File: config.mk
export PLATFORM = sky130hd
export DESIGN_NAME = event_capture
export DESIGN_NICKNAME = d
export VERILOG_FILES = /design/src/shared/event_capture_pkg.sv /design/src/core/event_capture.sv /design/src/core/event_channel.sv
export VERILOG_INCLUDE_DIRS = /design/src /design/src/shared
export SDC_FILE = /design/constraint.sdc
export NUM_CORES = 2
export LEC_CHECK = 0
export BUFFER_PORTS_ARGS = -buffer_cell sky130_fd_sc_hd__buf_2
export CORE_ASPECT_RATIO = 0.75
export CORE_UTILIZATION = 55
export DETAILED_ROUTE_END_ITERATION = 12
export GPL_TIMING_DRIVEN = 0
export PLACE_DENSITY = 0.68
export SYNTH_ARGS = -nofsm -noshare
export SYNTH_HDL_FRONTEND = slang
export SYNTH_SLANG_ARGS = --single-unit
File: constraint.sdc
create_clock -name clk_sys_in -period 66.8 [get_ports clk_sys_in]
set_input_delay 6.68 -clock clk_sys_in [delete_from_list [all_inputs] [get_ports clk_sys_in]]
set_output_delay 6.68 -clock clk_sys_in [all_outputs]
set_load 0.005 [all_outputs]
File: src/shared/event_capture_params.svh
// Offsets, field positions, reset values and timing counts of the event capture block
`ifndef EVENT_CAPTURE_PARAMS_SVH
`define EVENT_CAPTURE_PARAMS_SVH
`define OFS_CONFIG        12'h000
`define OFS_BIAS          12'h004
`define OFS_GUARD         12'h008
`define OFS_STATUS        12'h00c
`define OFS_MASK          12'h010
`define OFS_TIME_LO       12'h014
`define OFS_TIME_HI       12'h018
`define OFS_NOW_LO        12'h01c
`define OFS_NOW_HI        12'h020
`define OFS_CAPTURE_BASE  12'h040
`define OFS_COUNT_BASE    12'h080
`define CFG_INDEX_LSB     0
`define CFG_MODE_LSB      4
`define CFG_POL_BIT       8
`define CFG_WRITE_BIT     31
`define MODE_RESET        2'h1
`define POL_RESET         1'b0
`define BIAS_RESET        11'h000
`define GUARD_RESET       16'h0004
`define CLK_HZ            40000000
`define NS_PER_CLK        25
`define THROTTLE_HZ       200
`define THROTTLE_CYCLES   (`CLK_HZ / `THROTTLE_HZ)
`define MS_CYCLES         (`CLK_HZ / 1000)
`define SECOND_CYCLES     `CLK_HZ
`endif

File: src/shared/event_capture_pkg.sv
// Types shared by the event capture block
package event_capture_pkg;
  typedef enum logic [1:0]
  {
    MODE_OFF    = 2'h0,
    MODE_STROBE = 2'h1,
    MODE_COUNT  = 2'h2,
    MODE_ALIAS  = 2'h3
  } input_mode_t;
  typedef enum logic [2:0]
  {
    ST_IDLE  = 3'b001,
    ST_DATA  = 3'b010,
    ST_RESP  = 3'b100
  } bus_state_t;
endpackage : event_capture_pkg

File: src/core/event_capture.sv
// Four-input event capture and pulse counter with AXI4-Lite registers
//
// Contract
// - Four inputs, each with own settings, selected by index 0 to 3.
// - Mode codes: 0 off, 1 strobe default, 2 count, 3 same as 1.
// - Strobe captures receiver time at chosen edge; polarity 0 falling default.
// - Strobe captures throttled to at most 200 Hz; not in count mode.
// - Count mode totals pulses per second, reported and restarted at PPS.
// - Signed ns bias -999..999, default 0, added to strobe times only.
// - Strobe rejects pulses closer than guard ms after last accepted one.
`include "event_capture_params.svh"
module event_capture
  import event_capture_pkg::*;
#(
  parameter int SECOND   = `SECOND_CYCLES,
  parameter int THROTTLE = `THROTTLE_CYCLES,
  parameter int MS       = `MS_CYCLES
)
(
  input  wire logic        clk_sys_in,
  input  wire logic        reset_in,
  input  wire logic [3:0]  event_pins_in,
  input  wire logic        pps_pin_in,
  input  wire logic [11:0] s_axi_awaddr_in,
  input  wire logic        s_axi_awvalid_in,
  output logic             s_axi_awready_out,
  input  wire logic [31:0] s_axi_wdata_in,
  input  wire logic [3:0]  s_axi_wstrb_in,
  input  wire logic        s_axi_wvalid_in,
  output logic             s_axi_wready_out,
  output logic [1:0]       s_axi_bresp_out,
  output logic             s_axi_bvalid_out,
  input  wire logic        s_axi_bready_in,
  input  wire logic [11:0] s_axi_araddr_in,
  input  wire logic        s_axi_arvalid_in,
  output logic             s_axi_arready_out,
  output logic [31:0]      s_axi_rdata_out,
  output logic [1:0]       s_axi_rresp_out,
  output logic             s_axi_rvalid_out,
  input  wire logic        s_axi_rready_in,
  output logic             irq_out
);
  logic [1:0]        mode     [4];
  logic [3:0]        polarity;
  logic signed [10:0] bias    [4];
  logic [15:0]       guard    [4];
  logic [63:0]       capture  [4];
  logic [3:0]        strobe;
  logic [31:0]       total    [4];
  logic [3:0]        total_valid;
  logic [7:0]        status;
  logic [7:0]        mask;
  logic [63:0]       now_ns;
  logic [31:0]       sec_tick;
  logic              pps_a;
  logic              pps_b;
  logic              pps_last;
  logic [1:0]        sel;
  logic [11:0]       aw_addr;
  logic              aw_held;
  logic [31:0]       w_data;
  logic [3:0]        w_strb;
  logic              w_held;
  bus_state_t        rd_state;

  ////////////////////////////////////////////////////////////////////////////
  // Receiver time in ns, 1 PPS synchronised from the pin
  wire pps_pulse = pps_b & ~pps_last;
  always_ff @(posedge clk_sys_in or posedge reset_in)
  begin
    if (reset_in)
    begin
      pps_a    <= 1'b0;
      pps_b    <= 1'b0;
      pps_last <= 1'b0;
      now_ns   <= 64'h0;
      sec_tick <= 32'h0;
    end
    else
    begin
      pps_a    <= pps_pin_in;
      pps_b    <= pps_a;
      pps_last <= pps_b;
      now_ns   <= now_ns + 64'(`NS_PER_CLK);
      sec_tick <= (pps_pulse || sec_tick == 32'(SECOND - 1)) ? 32'h0 : sec_tick + 32'h1;
    end
  end

  ////////////////////////////////////////////////////////////////////////////
  // Per-input channels
  genvar g;
  generate
    for (g = 0; g < 4; g++)
    begin : ch
      event_channel #(
        .THROTTLE (THROTTLE),
        .MS       (MS)
      ) u_ch (
        .clk_sys_in      (clk_sys_in),
        .reset_in        (reset_in),
        .pin_in          (event_pins_in[g]),
        .mode_in         (mode[g]),
        .polarity_in     (polarity[g]),
        .guard_ms_in     (guard[g]),
        .pps_in          (pps_pulse),
        .strobe_out      (strobe[g]),
        .count_out       (total[g]),
        .count_valid_out (total_valid[g])
      );
      // Edge is two sync stages plus one register behind; bias applied here
      always_ff @(posedge clk_sys_in or posedge reset_in)
      begin
        if (reset_in)
          capture[g] <= 64'h0;
        else if (strobe[g])
          capture[g] <= now_ns + 64'(signed'(bias[g]));
      end
    end
  endgenerate

  ////////////////////////////////////////////////////////////////////////////
  // Write channel: address and data taken in either order
  wire        do_write   = aw_held & w_held & ~s_axi_bvalid_out;
  wire        cfg_hit    = do_write && aw_addr == `OFS_CONFIG && w_data[`CFG_WRITE_BIT];
  wire [1:0]  w_index    = w_data[`CFG_INDEX_LSB +: 2];
  wire [1:0]  w_mode     = w_data[`CFG_MODE_LSB +: 2];
  wire signed [31:0] w_bias = signed'(w_data);
  wire        bias_ok    = (w_bias >= -32'sd999) && (w_bias <= 32'sd999);
  wire        bias_hit   = do_write && aw_addr == `OFS_BIAS;
  wire        guard_hit  = do_write && aw_addr == `OFS_GUARD;
  wire        mask_hit   = do_write && aw_addr == `OFS_MASK;
  wire        sel_hit    = do_write && aw_addr == `OFS_CONFIG;
  wire        w_known    = sel_hit | guard_hit | mask_hit | (bias_hit & bias_ok);
  wire [7:0]  events     = {total_valid, strobe};

  always_ff @(posedge clk_sys_in or posedge reset_in)
  begin
    if (reset_in)
    begin
      aw_held           <= 1'b0;
      w_held            <= 1'b0;
      aw_addr           <= 12'h0;
      w_data            <= 32'h0;
      w_strb            <= 4'h0;
      s_axi_awready_out <= 1'b1;
      s_axi_wready_out  <= 1'b1;
      s_axi_bvalid_out  <= 1'b0;
      s_axi_bresp_out   <= 2'h0;
    end
    else
    begin
      if (s_axi_awvalid_in && s_axi_awready_out)
      begin
        aw_addr           <= s_axi_awaddr_in;
        aw_held           <= 1'b1;
        s_axi_awready_out <= 1'b0;
      end
      if (s_axi_wvalid_in && s_axi_wready_out)
      begin
        w_data           <= s_axi_wdata_in;
        w_strb           <= s_axi_wstrb_in;
        w_held           <= 1'b1;
        s_axi_wready_out <= 1'b0;
      end
      if (do_write)
      begin
        aw_held          <= 1'b0;
        w_held           <= 1'b0;
        s_axi_bvalid_out <= 1'b1;
        s_axi_bresp_out  <= w_known ? 2'h0 : 2'h2;
      end
      else if (s_axi_bvalid_out && s_axi_bready_in)
      begin
        s_axi_bvalid_out  <= 1'b0;
        s_axi_awready_out <= 1'b1;
        s_axi_wready_out  <= 1'b1;
      end
    end
  end

  // Settings of the selected input and the shared event mask; byte strobes ignored, whole-word writes
  always_ff @(posedge clk_sys_in or posedge reset_in)
  begin
    if (reset_in)
    begin
      sel      <= 2'h0;
      polarity <= {4{`POL_RESET}};
      mask     <= 8'h0;
      for (int i = 0; i < 4; i++)
      begin
        mode[i]  <= `MODE_RESET;
        bias[i]  <= `BIAS_RESET;
        guard[i] <= `GUARD_RESET;
      end
    end
    else
    begin
      if (sel_hit)
        sel <= w_index;
      if (cfg_hit)
      begin
        mode[w_index]     <= w_mode;
        polarity[w_index] <= w_data[`CFG_POL_BIT];
      end
      if (bias_hit && bias_ok)
        bias[sel] <= w_bias[10:0];
      if (guard_hit)
        guard[sel] <= w_data[15:0];
      if (mask_hit)
        mask <= w_data[7:0];
    end
  end

  ////////////////////////////////////////////////////////////////////////////
  // Read channel and sticky status
  wire [11:0] ra       = s_axi_araddr_in;
  wire        ra_cap   = ra[11:6] == 6'h1 && ra[2:0] == 3'h0;
  wire        ra_cnt   = ra[11:4] == 8'h08 && ra[1:0] == 2'h0;
  wire [1:0]  ra_ch    = ra_cap ? ra[5:4] : ra[3:2];
  wire        rd_take  = s_axi_arvalid_in & s_axi_arready_out;
  wire        st_read  = rd_take && ra == `OFS_STATUS;
  logic [31:0] rd_word;
  logic        rd_ok;

  always_comb
  begin
    rd_ok   = 1'b1;
    rd_word = 32'h0;
    if (ra_cap && ra[3] == 1'b0)
      rd_word = capture[ra_ch][31:0];
    else if (ra_cap)
      rd_word = capture[ra_ch][63:32];
    else if (ra_cnt)
      rd_word = total[ra_ch];
    else
    begin
      case (ra)
        `OFS_CONFIG: rd_word = {23'h0, polarity[sel], 2'h0, mode[sel], 2'h0, sel};
        `OFS_BIAS:   rd_word = 32'(signed'(bias[sel]));
        `OFS_GUARD:  rd_word = {16'h0, guard[sel]};
        `OFS_STATUS: rd_word = {24'h0, status};
        `OFS_MASK:   rd_word = {24'h0, mask};
        `OFS_NOW_LO: rd_word = now_ns[31:0];
        `OFS_NOW_HI: rd_word = now_ns[63:32];
        default:     rd_ok   = 1'b0;
      endcase
    end
  end

  always_ff @(posedge clk_sys_in or posedge reset_in)
  begin
    if (reset_in)
    begin
      rd_state          <= ST_IDLE;
      s_axi_arready_out <= 1'b1;
      s_axi_rvalid_out  <= 1'b0;
      s_axi_rdata_out   <= 32'h0;
      s_axi_rresp_out   <= 2'h0;
      status            <= 8'h0;
      irq_out           <= 1'b0;
    end
    else
    begin
      // New events win over the clear of a status read
      status  <= (st_read ? 8'h0 : status) | events;
      irq_out <= |(((st_read ? 8'h0 : status) | events) & mask);
      case (rd_state)
        ST_IDLE:
        begin
          if (rd_take)
          begin
            s_axi_rdata_out   <= rd_ok ? rd_word : 32'h0;
            s_axi_rresp_out   <= rd_ok ? 2'h0 : 2'h2;
            s_axi_rvalid_out  <= 1'b1;
            s_axi_arready_out <= 1'b0;
            rd_state          <= ST_RESP;
          end
        end
        ST_RESP:
        begin
          if (s_axi_rready_in)
          begin
            s_axi_rvalid_out  <= 1'b0;
            s_axi_arready_out <= 1'b1;
            rd_state          <= ST_IDLE;
          end
        end
        default:
          rd_state <= ST_IDLE;
      endcase
    end
  end
endmodule : event_capture

File: src/core/event_channel.sv
// One event input: synchroniser, edge select, guard, throttle and pulse counter
`include "event_capture_params.svh"
module event_channel
  import event_capture_pkg::*;
#(
  parameter int THROTTLE = `THROTTLE_CYCLES,
  parameter int MS       = `MS_CYCLES
)
(
  input  wire logic        clk_sys_in,
  input  wire logic        reset_in,
  input  wire logic        pin_in,
  input  wire logic [1:0]  mode_in,
  input  wire logic        polarity_in,
  input  wire logic [15:0] guard_ms_in,
  input  wire logic        pps_in,
  output logic             strobe_out,
  output logic [31:0]      count_out,
  output logic             count_valid_out
);
  logic        sync_a;
  logic        sync_b;
  logic        last;
  logic [31:0] accum;
  logic [22:0] throttle_left;
  logic [15:0] ms_left;
  logic [31:0] ms_tick;
  logic [2:0]  warm;
  // Edges ignored until the chain holds the pin: an idle-high pin would look like a rise
  wire         rise        = sync_b & ~last & warm[2];
  wire         fall        = ~sync_b & last & warm[2];
  wire         edge_seen   = polarity_in ? rise : fall;
  wire         strobe_mode = (mode_in == MODE_STROBE) || (mode_in == MODE_ALIAS);
  wire         count_mode  = (mode_in == MODE_COUNT);
  wire         ready       = (throttle_left == 23'h0) && (ms_left == 16'h0);
  wire         accept      = strobe_mode & edge_seen & ready;
  wire         ms_wrap     = (ms_tick == 32'(MS - 1));

  // Two stages before the edge detector
  always_ff @(posedge clk_sys_in or posedge reset_in)
  begin
    if (reset_in)
    begin
      sync_a <= 1'b0;
      sync_b <= 1'b0;
      last   <= 1'b0;
      warm   <= 3'h0;
    end
    else
    begin
      sync_a <= pin_in;
      sync_b <= sync_a;
      last   <= sync_b;
      warm   <= {warm[1:0], 1'b1};
    end
  end

  // Guard in ms and 200 Hz throttle both run from the accepted edge
  always_ff @(posedge clk_sys_in or posedge reset_in)
  begin
    if (reset_in)
    begin
      throttle_left <= 23'h0;
      ms_left       <= 16'h0;
      ms_tick       <= 32'h0;
      strobe_out    <= 1'b0;
    end
    else
    begin
      strobe_out <= accept;
      ms_tick    <= (accept || ms_wrap) ? 32'h0 : ms_tick + 32'h1;
      if (accept)
      begin
        throttle_left <= 23'(THROTTLE - 1);
        ms_left       <= guard_ms_in;
      end
      else
      begin
        if (throttle_left != 23'h0)
          throttle_left <= throttle_left - 23'h1;
        if (ms_wrap && ms_left != 16'h0)
          ms_left <= ms_left - 16'h1;
      end
    end
  end

  // Counting ignores guard and throttle; total latched on each PPS
  always_ff @(posedge clk_sys_in or posedge reset_in)
  begin
    if (reset_in)
    begin
      accum           <= 32'h0;
      count_out       <= 32'h0;
      count_valid_out <= 1'b0;
    end
    else
    begin
      count_valid_out <= pps_in & count_mode;
      if (pps_in)
      begin
        count_out <= accum + {31'h0, count_mode & edge_seen};
        accum     <= 32'h0;
      end
      else if (count_mode && edge_seen)
        accum <= accum + 32'h1;
    end
  end
endmodule : event_channel

==> insert_results.sql <==
INSERT INTO impl_metrics (metric_group, metric, value, unit) VALUES
('hold_path', 'hp-class', 'register to register', ''),
('sta', 'worst-slew-pin-transition', '1.42', 'ns'),
('floorplanning', 'initial_core_util', '0.557', ''),
('sta', 'hold_viol_final', '0', ''),
('cts', 'clock_net_sink_count', '1112', ''),
('global_routing', 'wire_length_of_the_first_global_routing_pass', '338', 'mm'),
('cts', 'clock_path_buffers', '3', ''),
('sta', 'final.setup.tns', '0', 'ns'),
('yosys', 'postSynthRegisterBits', '1112', ''),
('detailed_routing', 'post-route-drc-count', '0', ''),
('placement', 'dp_hpwl', '175', 'mm'),
('setup_path', 'required', '67.45', 'ns'),
('yosys', 'async_reset_ff_frac', '1.00', ''),
('sta', 'rsz_0062_raised_after_global_routing', 'false', ''),
('setup_path', 'critPathMaxFanout', '10', ''),
('cts', 'ctsHtreeMaxLevel', '3', ''),
('sta', 'final_number_of_setup_violating_endpoints', '0', ''),
('yosys', 'postSynthAreaPerCell', '9.66', 'um2'),
('final_layout', 'layout.nets', '7539', ''),
('floorplanning', 'design.core.area', '120000', 'um2'),
('power', 'powerDensity', '22.1', 'nW/um2'),
('final_layout', 'final_cell_area', '74200', 'um2'),
('setup_path', 'worstSetupPathType', 'input pin to register', ''),
('sta', 'worst_clock_skew', '0.0543', 'ns'),
('yosys', 'synth.mux.area_fraction', '0.103', ''),
('sta', 'fin_crit_sh', '0.163', ''),
('global_routing', 'via_count_of_the_first_global_routing_pass', '52400', ''),
('yosys', 'mappedNetlistArea', '67100', 'um2'),
('global_routing', 'busiest_layer', 'met1', ''),
('detailed_routing', 'wire_length_reported_by_the_detailed_router', '226', 'mm'),
('sta', 'report.final.slew_viol_count', '0', ''),
('placement', 'post-place-cells', '8695', ''),
('final_layout', 'seqCellArea', '27800', 'um2'),
('final_layout', 'final_core_util', '0.616', ''),
('detailed_routing', 'drtPass1Iterations', '10', ''),
('yosys', 'synthAdderAreaFrac', '0.0528', ''),
('placement', 'place.gp.congestion', '1.01', ''),
('cts', 'cts_tree', 'done', ''),
('final_layout', 'area_delta_synth_final', '10.5', '%'),
('global_routing', 'grt_use_met2', '0.488', ''),
('cts', 'postCtsSetupRepairBufs', '0', ''),
('yosys', 'post_synthesis_cells', '6949', ''),
('yosys', 'yosysUniqueCellTypes', '105', ''),
('yosys', 'ys_seq_area_frac', '0.415', ''),
('final_layout', 'filler_cell_count', '10200', ''),
('power', 'power.leakage', '34.3', 'nW'),
('cts', 'cts_hold_repair.buffers', '0', ''),
('final_layout', 'finalNonFillerCells', '8912', ''),
('sta', 'max_slew_margin', '0.0536', ''),
('detailed_routing', 'via_per_inst', '6.35', ''),
('final_layout', 'final_layout_size_suffix_gt1_frac', '0.127', ''),
('sta', 'timing.hold.ws', '0.350', 'ns'),
('yosys', 'synthesized_area_fraction_occupied_by_ao_oa_aoi_and_oai_cells', '0.139', ''),
('global_routing', 'grt_start_max_net_pins', '132', ''),
('floorplanning', 'chipHeight', '305', 'um'),
('job', 'max-cap-violations', '0', ''),
('floorplanning', 'area_of_the_die', '123000', 'um2'),
('placement', 'port_buffers', '107', ''),
('status', 'status', 'completed', ''),
('cts', 'root_buffer_selected_by_cts', 'sky130_fd_sc_hd__clkbuf_16', ''),
('yosys', 'edff_count_synth', '0', ''),
('global_routing', 'groute.usage.overall', '0.365', ''),
('yosys', 'synthSimpleGateAreaFrac', '0.173', ''),
('global_routing', 'gr-usage-met1', '0.562', ''),
('global_routing', 'groute.layer.met3.usage', '0.110', ''),
('detailed_routing', 'dr_total_vias', '56600', ''),
('floorplanning', 'rows', '110', ''),
('sta', 'post_layout_min_period', '10.91', 'ns'),
('setup_path', 'critPathCaptureType', 'register', ''),
('yosys', 'synth_top_family_by_area', 'simple AND/OR/NAND/NOR gates', ''),
('power', 'total_power_consumption_of_the_routed_design', '1.64', 'mW');
-- power breakdown --
group / total (mW) / leakage (nW) / switching [mW] / internal (mW)
registers: 0.786 / 15.1 / 0.0608 / 0.725
clock network: 0.703 / 1.97 / 0.298 / 0.405
logic: 0.148 / 17.2 / 0.0873 / 0.0609
total: 1.64 / 34.3 / 0.446 / 1.19
-- cell type report --
class	count	area share
multi-input combinational	5346	0.503
sequential	1112	0.375
clock buffer	152	0.0431
tap	1624	0.0274
buffer	330	0.0183
clock inverter	59	0.0124
timing repair buffer	121	0.0117
inverter	162	0.00832
antenna	6	0.000202
-- sequential cells by signal, indices dropped and copies added, names as in the netlist, 64 cells and up --
signal	cells
ch.u_ch.ms_tick	128
ch.u_ch.ms_left	64
guard	64
ch.u_ch.count_out	128
ch.u_ch.accum	128
now_ns	64
capture	256
ch.u_ch.throttle_left	92
-- worst max-delay path: stages --
cell and delay (ns):
sky130_fd_sc_hd__buf_2 0.09, sky130_fd_sc_hd__or4_1 0.68, sky130_fd_sc_hd__or3b_4 0.48, sky130_fd_sc_hd__nor4_4 0.23
sky130_fd_sc_hd__mux2i_1 1.02, sky130_fd_sc_hd__buf_2 0.45, sky130_fd_sc_hd__buf_1 0.97, sky130_fd_sc_hd__mux4_2 0.54
sky130_fd_sc_hd__a22oi_1 0.28, sky130_fd_sc_hd__a21oi_1 0.11
-- per-layer routing --
metal / vias to the layer above / wire length [um]
li1: 25600 / -
met1: 28100 / 102000
met2: 2564 / 89000
met3: 354 / 27200
met4: 6 / 7550
met5: - / 33
-- layout by cell type, fill, tap and decap left out, types with 26 or more instances in the layout --
master / instances
sky130_fd_sc_hd__nor2_1: 640
sky130_fd_sc_hd__or3_1: 89
sky130_fd_sc_hd__a21oi_1: 401
sky130_fd_sc_hd__o211ai_1: 39
sky130_fd_sc_hd__mux2_2: 350
sky130_fd_sc_hd__nand2b_1: 41
sky130_fd_sc_hd__o21a_1: 45
sky130_fd_sc_hd__inv_1: 159
sky130_fd_sc_hd__mux4_2: 126
sky130_fd_sc_hd__or4_1: 26
sky130_fd_sc_hd__a22oi_1: 48
sky130_fd_sc_hd__o21bai_1: 50
sky130_fd_sc_hd__a211oi_1: 29
sky130_fd_sc_hd__xnor2_1: 353
sky130_fd_sc_hd__xor2_1: 314
sky130_fd_sc_hd__clkbuf_16: 114
sky130_fd_sc_hd__o21ai_0: 358
sky130_fd_sc_hd__clkbuf_1: 274
sky130_fd_sc_hd__nand3_1: 223
sky130_fd_sc_hd__and3_1: 114
sky130_fd_sc_hd__nor2b_1: 57
sky130_fd_sc_hd__and2_1: 37
sky130_fd_sc_hd__nand2_1: 746
sky130_fd_sc_hd__o31ai_1: 36
sky130_fd_sc_hd__a21o_1: 158
sky130_fd_sc_hd__nand4_1: 142
sky130_fd_sc_hd__nor4_1: 76
sky130_fd_sc_hd__ha_1: 277
sky130_fd_sc_hd__and4_1: 27
sky130_fd_sc_hd__a31oi_1: 50
sky130_fd_sc_hd__or2_2: 30
sky130_fd_sc_hd__a221oi_1: 31
sky130_fd_sc_hd__dfrtp_1: 1096
sky130_fd_sc_hd__buf_2: 144
sky130_fd_sc_hd__nor3_1: 132
-- cell usage after synthesis (14+ instances only) --
library cell               count  area [um2]
sky130_fd_sc_hd__buf_1        23        86.3
sky130_fd_sc_hd__o21ai_0     358        1790
sky130_fd_sc_hd__nand2_1     746        2800
sky130_fd_sc_hd__or4_1        26         195
sky130_fd_sc_hd__dfrtp_1    1100       27500
sky130_fd_sc_hd__nor3b_1      19         143
sky130_fd_sc_hd__buf_2        37         185
sky130_fd_sc_hd__o31ai_1      37         278
sky130_fd_sc_hd__a221oi_1     31         272
sky130_fd_sc_hd__a21o_1      158        1190
sky130_fd_sc_hd__a22oi_1      48         360
sky130_fd_sc_hd__o21a_1       45         338
sky130_fd_sc_hd__o311ai_0     20         175
sky130_fd_sc_hd__a211oi_1     29         218
sky130_fd_sc_hd__inv_1       160         601
sky130_fd_sc_hd__and2_1       37         231
sky130_fd_sc_hd__o211ai_1     39         293
sky130_fd_sc_hd__xnor2_1     353        3090
sky130_fd_sc_hd__nand3_1     223        1120
sky130_fd_sc_hd__nand2b_1     41         257
sky130_fd_sc_hd__a21boi_0     15         113
sky130_fd_sc_hd__ha_1        277        3470
sky130_fd_sc_hd__nand3b_1     14         105
sky130_fd_sc_hd__nor2_1      640        2400
sky130_fd_sc_hd__nor2b_1      57         357
sky130_fd_sc_hd__nor3_1      132         661
sky130_fd_sc_hd__xor2_1      314        2750
sky130_fd_sc_hd__a21oi_1     401        2010
sky130_fd_sc_hd__a31oi_1      50         313
sky130_fd_sc_hd__mux4_2      126        2840
sky130_fd_sc_hd__mux2i_1      16         160
sky130_fd_sc_hd__mux2_2      350        3940
sky130_fd_sc_hd__o21bai_1     50         375
sky130_fd_sc_hd__or3_1        89         557
sky130_fd_sc_hd__clkbuf_1    257         965
sky130_fd_sc_hd__a211o_1      17         149
sky130_fd_sc_hd__and3_1      114         713
sky130_fd_sc_hd__nor4_1       76         475
sky130_fd_sc_hd__and4_1       27         236
sky130_fd_sc_hd__nand4_1     142         888
sky130_fd_sc_hd__or2_2        30         188
-- path summary, 6_finish.rpt --
check	startpoint	end	slack [ns]	cells after the start
max in group asynchronous	reset_in	ch[3].u_ch.throttle_left[5]	58.21	6
worst max register to register	now_ns[0]	capture[122]	61.38	12
min in group asynchronous	reset_in	ch[0].u_ch.ms_tick[14]	5.94	2
worst min register to register	ch[3].u_ch.sync_a	ch[3].u_ch.sync_b	0.35	0
worst min-delay path	ch[3].u_ch.sync_a	ch[3].u_ch.sync_b	0.35	0
worst max-delay path	s_axi_araddr_in[11]	s_axi_rdata_out[5]	55.89	10
-- logic make-up (layout without fill, tap and decap cells) --
kind of cell / count (synthesis) / in the layout
simple gates: 2442 / 2442
compound gates: 1461 / 1461
flops: 1112 / 1112
xor+xnor: 667 / 667
mux: 492 / 492
buf+inv: 492 / 824
fa+ha+maj: 281 / 281
other cells: 2 / 9
No activity file was read; power rests on OpenSTA's default activity.
